`src/bmp_consts.vh`:
```
// Constants for the boot memory and serial EEPROM port
`ifndef BMP_CONSTS_VH
`define BMP_CONSTS_VH

// Core clock rate in MHz
`define BMP_CLK_MHZ 20
// Least time to whole cycles, never below one
`define BMP_CYC_MIN(ns) ((((ns) * `BMP_CLK_MHZ + 999) / 1000) < 1 ? 1 : \
  (((ns) * `BMP_CLK_MHZ + 999) / 1000))

// Access phase times in ns
`define BMP_SETUP_NS 50
`define BMP_READ_NS 150
`define BMP_WRITE_NS 100
`define BMP_HOLD_NS 50
// Strap settle time after reset release in ns
`define BMP_STRAP_NS 400

// Boot memory geometry: 128 KB of bytes
`define BMP_ADDR_W 17
`define BMP_DATA_W 8

// Pin positions inside the address bus
`define BMP_PIN_AUX 8
`define BMP_PIN_SIZE 6
`define BMP_PIN_SK 2
`define BMP_PIN_DI 1
`define BMP_PIN_DO 0

// Sequencer state codes
`define BMP_ST_IDLE 3'h0
`define BMP_ST_SETUP 3'h1
`define BMP_ST_READ 3'h2
`define BMP_ST_WRITE 3'h3
`define BMP_ST_HOLD 3'h4

`endif

```
`src/bmp_port.v`:
```
// Boot memory and serial EEPROM pin port
// How it works
// - Seventeen-bit address bus reaches a boot memory of up to 128 kilobytes.
// - Aux power pin sampled after reset; low means no aux power.
// - Size pin latched after reset; high picks larger EEPROM, then plain address.
// - In EEPROM mode low pins carry serial clock, data out, data in.
// - Eight-bit two-way data bus carries boot memory bytes.
// - Boot memory select asserted for every boot memory access.
// - Read enable asserted during reads so memory drives the bus.
// - Write strobe pulsed during flash writes with data on the bus.
`include "bmp_consts.vh"

module bmp_port #(
  parameter ADDR_W = `BMP_ADDR_W,
  parameter DATA_W = `BMP_DATA_W,
  parameter CNT_W = 4
) (
  input wire clk,
  input wire sys_rst,
  input wire memReq,
  input wire memWrite,
  input wire [ADDR_W-1:0] memAddr,
  input wire [DATA_W-1:0] memWrData,
  output wire memReady,
  output reg [DATA_W-1:0] memRdData_r,
  output reg memDone_r,
  input wire eepromMode,
  input wire eepromSerialClockReq,
  input wire eepromSerialOutReq,
  input wire eepromSelectReq,
  output reg eepromSerialIn_r,
  output wire auxPowerPresent,
  output wire largeEepromSelect,
  output wire strapDone,
  output reg [ADDR_W-1:0] bootMemAddrBusOut_r,
  output reg [ADDR_W-1:0] bootMemAddrBusOe_r,
  input wire auxPowerDetectAddrPinIn,
  input wire eepromSizeSelectAddrPinIn,
  input wire lowAddrSerialSharedIn,
  output reg eepromSelect_r,
  input wire [DATA_W-1:0] bootMemDataBusIn,
  output reg [DATA_W-1:0] bootMemDataBusOut_r,
  output reg bootMemDataBusOe_r,
  output reg bootMemSelectN_r,
  output reg bootMemReadEnableN_r,
  output reg flashWriteStrobeN_r
);
  localparam integer SETUP_I = `BMP_CYC_MIN(`BMP_SETUP_NS);
  localparam integer READ_I = `BMP_CYC_MIN(`BMP_READ_NS);
  localparam integer WRITE_I = `BMP_CYC_MIN(`BMP_WRITE_NS);
  localparam integer HOLD_I = `BMP_CYC_MIN(`BMP_HOLD_NS);
  localparam [CNT_W-1:0] SETUP_CYC = SETUP_I[CNT_W-1:0];
  localparam [CNT_W-1:0] READ_CYC = READ_I[CNT_W-1:0];
  localparam [CNT_W-1:0] WRITE_CYC = WRITE_I[CNT_W-1:0];
  localparam [CNT_W-1:0] HOLD_CYC = HOLD_I[CNT_W-1:0];

  reg [2:0] state_r;
  reg [2:0] state_nxt;
  reg [CNT_W-1:0] cnt_r;
  reg [CNT_W-1:0] cnt_nxt;
  reg isWrite_r;
  reg eeActive_r;
  wire take;
  wire nxtIdle;
  wire nxtRead;
  wire nxtWrite;
  wire readLast;
  wire lendPins;

  // True on the last cycle of a phase of the given length
  function phaseEnd;
    input [CNT_W-1:0] cnt;
    input [CNT_W-1:0] len;
    begin
      phaseEnd = (cnt == len - 1'b1);
    end
  endfunction

  bmp_strap_latch #(
    .CNT_W(CNT_W)
  ) strapLatch (
    .clk(clk),
    .sys_rst(sys_rst),
    .auxPinIn(auxPowerDetectAddrPinIn),
    .sizePinIn(eepromSizeSelectAddrPinIn),
    .strapDone_r(strapDone),
    .auxPowerPresent_r(auxPowerPresent),
    .largeEepromSelect_r(largeEepromSelect)
  );

  // Accept only when idle, straps done and pins not lent to the EEPROM
  assign memReady = strapDone && !eepromMode && !eeActive_r && (state_r == `BMP_ST_IDLE);
  assign take = memReq && memReady;

  // Decoded next state and pin lending
  assign nxtIdle = (state_nxt == `BMP_ST_IDLE);
  assign nxtRead = (state_nxt == `BMP_ST_READ);
  assign nxtWrite = (state_nxt == `BMP_ST_WRITE);
  assign readLast = (state_r == `BMP_ST_READ) && phaseEnd(cnt_r, READ_CYC);
  assign lendPins = strapDone && eepromMode && nxtIdle && !take;

  // Access sequencer
  always @*
  begin
    state_nxt = state_r;
    cnt_nxt = cnt_r + 1'b1;
    case (state_r)
      `BMP_ST_IDLE:
      begin
        cnt_nxt = {CNT_W{1'b0}};
        if (take)
        begin
          state_nxt = `BMP_ST_SETUP;
        end
      end
      `BMP_ST_SETUP:
      begin
        if (phaseEnd(cnt_r, SETUP_CYC))
        begin
          cnt_nxt = {CNT_W{1'b0}};
          state_nxt = isWrite_r ? `BMP_ST_WRITE : `BMP_ST_READ;
        end
      end
      `BMP_ST_READ:
      begin
        if (phaseEnd(cnt_r, READ_CYC))
        begin
          cnt_nxt = {CNT_W{1'b0}};
          state_nxt = `BMP_ST_HOLD;
        end
      end
      `BMP_ST_WRITE:
      begin
        if (phaseEnd(cnt_r, WRITE_CYC))
        begin
          cnt_nxt = {CNT_W{1'b0}};
          state_nxt = `BMP_ST_HOLD;
        end
      end
      `BMP_ST_HOLD:
      begin
        if (phaseEnd(cnt_r, HOLD_CYC))
        begin
          cnt_nxt = {CNT_W{1'b0}};
          state_nxt = `BMP_ST_IDLE;
        end
      end
      default:
      begin
        cnt_nxt = {CNT_W{1'b0}};
        state_nxt = `BMP_ST_IDLE;
      end
    endcase
  end

  always @(posedge clk)
  begin
    if (sys_rst)
    begin
      state_r <= `BMP_ST_IDLE;
      cnt_r <= {CNT_W{1'b0}};
      isWrite_r <= 1'b0;
      memDone_r <= 1'b0;
      memRdData_r <= {DATA_W{1'b0}};
    end
    else
    begin
      state_r <= state_nxt;
      cnt_r <= cnt_nxt;
      memDone_r <= (state_r == `BMP_ST_HOLD) && phaseEnd(cnt_r, HOLD_CYC);
      if (take)
      begin
        isWrite_r <= memWrite;
      end
      if (readLast)
      begin
        memRdData_r <= bootMemDataBusIn;
      end
    end
  end

  // Boot memory strobes, data bus and address pins
  always @(posedge clk)
  begin
    if (sys_rst)
    begin
      bootMemSelectN_r <= 1'b1;
      bootMemReadEnableN_r <= 1'b1;
      flashWriteStrobeN_r <= 1'b1;
      bootMemDataBusOut_r <= {DATA_W{1'b0}};
      bootMemDataBusOe_r <= 1'b0;
      bootMemAddrBusOut_r <= {ADDR_W{1'b0}};
      bootMemAddrBusOe_r <= {ADDR_W{1'b0}};
      eepromSelect_r <= 1'b0;
      eepromSerialIn_r <= 1'b0;
      eeActive_r <= 1'b0;
    end
    else
    begin
      bootMemSelectN_r <= nxtIdle;
      bootMemReadEnableN_r <= !nxtRead;
      flashWriteStrobeN_r <= !nxtWrite;
      if (take)
      begin
        bootMemAddrBusOut_r <= memAddr;
        bootMemDataBusOut_r <= memWrData;
      end
      bootMemDataBusOe_r <= !nxtIdle && (take ? memWrite : isWrite_r);
      eeActive_r <= eepromMode && nxtIdle;
      // Straps must be undriven until sampled, then all pins drive except DO while lent to the EEPROM
      bootMemAddrBusOe_r <= strapDone ? {ADDR_W{1'b1}} : {ADDR_W{1'b0}};
      eepromSelect_r <= 1'b0;
      eepromSerialIn_r <= lowAddrSerialSharedIn;
      if (lendPins)
      begin
        bootMemAddrBusOut_r[`BMP_PIN_SK] <= eepromSerialClockReq;
        bootMemAddrBusOut_r[`BMP_PIN_DI] <= eepromSerialOutReq;
        bootMemAddrBusOe_r[`BMP_PIN_DO] <= 1'b0;
        eepromSelect_r <= eepromSelectReq;
      end
    end
  end
endmodule

```
`src/bmp_strap_latch.v`:
```
// Power-up strap capture for aux power detect and EEPROM size select
`include "bmp_consts.vh"

module bmp_strap_latch #(
  parameter CNT_W = 4
) (
  input wire clk,
  input wire sys_rst,
  input wire auxPinIn,
  input wire sizePinIn,
  output reg strapDone_r,
  output reg auxPowerPresent_r,
  output reg largeEepromSelect_r
);
  localparam integer STRAP_I = `BMP_CYC_MIN(`BMP_STRAP_NS);
  localparam [CNT_W-1:0] STRAP_CYC = STRAP_I[CNT_W-1:0];

  reg [CNT_W-1:0] cnt_r;

  // Pins stay undriven while the count runs, then are sampled once
  always @(posedge clk)
  begin
    if (sys_rst)
    begin
      cnt_r <= {CNT_W{1'b0}};
      strapDone_r <= 1'b0;
      auxPowerPresent_r <= 1'b0;
      largeEepromSelect_r <= 1'b0;
    end
    else if (!strapDone_r)
    begin
      if (cnt_r == STRAP_CYC - 1'b1)
      begin
        strapDone_r <= 1'b1;
        auxPowerPresent_r <= auxPinIn;
        largeEepromSelect_r <= sizePinIn;
      end
      else
      begin
        cnt_r <= cnt_r + 1'b1;
      end
    end
  end
endmodule
```
`config.mk`:
```
export PLATFORM = sky130hd
export DESIGN_NAME = bmp_port
export DESIGN_NICKNAME = d
export VERILOG_FILES = /design/src/bmp_port.v /design/src/bmp_strap_latch.v
export VERILOG_INCLUDE_DIRS = /design/src
export SDC_FILE = /design/constraint.sdc
export NUM_CORES = 1
export LEC_CHECK = 0
export BUFFER_PORTS_ARGS = -buffer_cell sky130_fd_sc_hd__buf_2
export CAP_MARGIN = 20
export CORE_ASPECT_RATIO = 1.4
export CORE_MARGIN = 2
export CORE_UTILIZATION = 50
export CTS_CLUSTER_SIZE = 10
export DETAILED_ROUTE_END_ITERATION = 6
export PLACE_DENSITY = 0.8
export SKIP_CTS_REPAIR_TIMING = 1
export SYNTH_ARGS = -nofsm -noshare
export SYNTH_HDL_FRONTEND = slang
export SYNTH_SLANG_ARGS = --single-unit
```
`constraint.sdc`:
```
create_clock -name clk -period 4.3 [get_ports clk]
set_input_delay 0.86 -clock clk [delete_from_list [all_inputs] [get_ports clk]]
set_output_delay 0.86 -clock clk [all_outputs]
set_load 0.02 [all_outputs]
```
==> key figures <==
Pwr
  • Logic pwr share: 3.8%
  • Peak supply drop: 360.2 µV
  • Clock share of power: 46.0%
  • Register share of total power: 50.2%
  • PwrDens: 365.8 nW/µm²
  • Leak: 1.422 nW
  • Switching pwr: 0.2241 mW
  • Switch share: 20.63%
  • Pint: 0.8622 mW

STA
  • Final setup TNS: 0 ps
  • Skew final: ~5 ps
  • Max Freq: 0.4214 GHz
  • Worst Tran Pin Value: 989.4 ps
  • Min cycle time layout: around 2400 ps
  • Unrepaired setup endpoints after global routing: false
  • Final Hold Fails: 0
  • Slew Limit Headroom: 34.04%
  • Setup violators final: 0
  • Slew Viols, Final: 0
  • Final period util: between 50% and 60%

Synth
  • Count of cell types in the netlist: 39
  • Synth warn: 0
  • Area leader, netlist: dfxtp_1
  • Yosys top cell area share: between 40% and 50%
  • Post-synthesis sequential area ratio: 49.39%
  • Mapped Nets: 307
  • Syn Area/Cell: 9.112 µm²
  • Syn Inst Count: between 200 and 300
  • Synth area leaders: dfxtp_1, nand2_1, a21oi_1, buf_4, mux2i_1
  • Mapped Area: 2351 µm²
  • FF+latch count, synth: 58

Floorplanning
  • Core Box Area: approximately 4500 µm²
  • Ports: 105
  • Row count: 29
  • Initial core utilization: 51.83%
  • Die area: 5275 µm²
  • Chip height: 85.14 µm
  • Die X: 61.96 µm

Detailed routing
  • Iteration count of the initial detailed-routing pass: 4
  • DR vias/cell: between 4 and 5
  • Vias: 2003
  • Post-route ant nets: 0
  • Final wirelength: ~4.9 mm
  • Routed WL per cell: around 12 µm
  • Starting DRT DRC Count: between 100 and 150
  • Residual DRC: 0

Clock tree
  • Max Root-Sink Buffers: 2
  • Reg clk slew, reported paths: around 60 ps
  • CTS tree: done
  • Clk Latency, worst-skew pair: roughly 330 ps
  • CTS sink count: just under 60
  • CTS root buffer: clkbuf_8
  • Cts bufs inserted: 9
  • H-tree depth: 3

Finish
  • Design Area, Final: 2969 µm²
  • Layout cells sized above 1: 35.14%
  • Most frequent cells in the layout: buf_2, dfxtp_1, nand2_1, a21oi_1, nor2_1
  • Synth-to-layout area growth: 26.29%
  • Nets: about 390
  • Most common cell after layout, fill and taps aside: buf_2
  • Inserted Diodes: 0

Worst setup path
  • Critical Path AT: 1510 ps
  • Crit path launch type: flop
  • Reg-to-reg startpoint: strapLatch.strapDone_r
  • WS Path Type: flop to output pin
  • Element type at the critical path end: output pin
  • Req. time, crit path: 3440 ps
  • Critical path startpoint: strapLatch.strapDone_r
  • Worst Reg-to-Reg Cells: 4
  • Critical path peak fanout: 6

Global route
  • First-pass GRT wire length: 7.465 mm
  • Largest net degree at the start of global routing: 56
  • Initial antenna violation count: 0
  • Vias in the first global route: around 1.8k
  • Global-route usage over all layers: between 10% and 20%
  • Gr ovfl total: 0

Worst hold path
  • HP Class: flop to flop
  • Cells on Worst Hold Path: 2
  • Hold Crit Start: bootMemAddrBusOut_r[16]

Run status
  • Run status: finished clean

Placed design
  • DP HPWL: 3.447 mm
  • RePlAce Congestion: 0.7707
  • Port Buffers: 104
  • Placed Area: 2771 µm²

Flow run
  • Max Cap Viol: 0
## cell type report
cell class                 count  area, µm²
inverter                       5      18.77
tap                           62      77.57
sequential                    58       1161
clock inverter                 2      35.03
timing repair buffer         104      520.5
multi-input combinational    167      993.5
clock buffer                  14      162.7
fill                         387       1567
## flip-flops by register name (all words and copies together), names as in the netlist, 2 cells and up
register	count
memRdData_r	8
bootMemDataBusOut_r	8
strapLatch.cnt_r	4
bootMemAddrBusOe_r	2
cnt_r	4
bootMemAddrBusOut_r	17
state_r	3
## through the flow
stage	hold WS [ps]	total power [mW]	setup WS (ps)	cells	utilization (%)
after floorplan	445.7	0.5766	2062	258	-
after detailed placement	444.3	0.5994	1800	396	61.10
final	450.3	1.086	1927	412	65.46
after CTS	452.6	1.098	1908	412	65.46
after global routing	469.0	1.129	1787	412	65.46
after global placement	439.0	0.5989	1835	396	61.10
## cell families (layout without fill, tap and decap cells)
kind of cell,count (synthesis),count (layout),synth area share [%]
buffers and inverters,33,125,8.356
multiplexers,12,12,5.109
flip-flops,58,58,49.39
AND/OR/NAND/NOR,101,101,21.18
AO/OA/AOI/OAI,45,45,11.81
XOR/XNOR,4,4,1.490
adder cells (fa/ha/maj),5,5,2.661
## path summary, 6_finish.rpt
path | end | slack [ps]
max | memReady | 1930
min | bootMemAddrBusOut_r[16] | 450
max reg2reg | flashWriteStrobeN_r | 2240
min reg2reg | bootMemAddrBusOut_r[16] | 450
## power by group through the flow
stage,Clock [mW],Sequential [mW],Combinational [mW]
2_1_floorplan,0,0.558,0.0184
3_3_place_gp,0,0.557,0.0417
3_5_place_dp,0,0.557,0.0420
4_1_cts,0.511,0.545,0.0422
5_1_grt,0.535,0.546,0.0473
6_report,0.499,0.545,0.0416
## routing by layer
metal / part of all wire [%] / track usage, % / vias to the layer above
met2: 49 / 31.53 / 67
li1: - / - / 1025
met4: 1.2 / 6.963 / 0
met3: 7.0 / 7.012 / 6
met5: 0 / 0 / -
met1: 42 / 20.77 / 905
## cells in the mapped netlist (all sizes together)
cell    count
dfxtp      58
nand2      50
a21oi      30
buf        21
nor2       16
mux2i      12
clkbuf      7
nor3        6
ha          5
inv         5
nor3b       5
nand3       3
nand3b      3
nor2b       3
a22o        2
and3        2
and4        2
nand2b      2
o21ai       2
o21ba       2
o21bai      2
or3         2
or3b        2
xnor2       2
xor2        2
a211oi      1
a311oi      1
a31oi       1
and2        1
nand4       1
nor4b       1
o2111a      1
o211a       1
o211ai      1
o31ai       1
or2b        1
or4         1
## worst max-delay path, cell delays in order (launching register included)
cell     delay, ps
dfxtp_1        460
nor4b_2        310
nor3b_1        230
buf_2          200
Note: power is estimated with default switching activity, not from simulation.
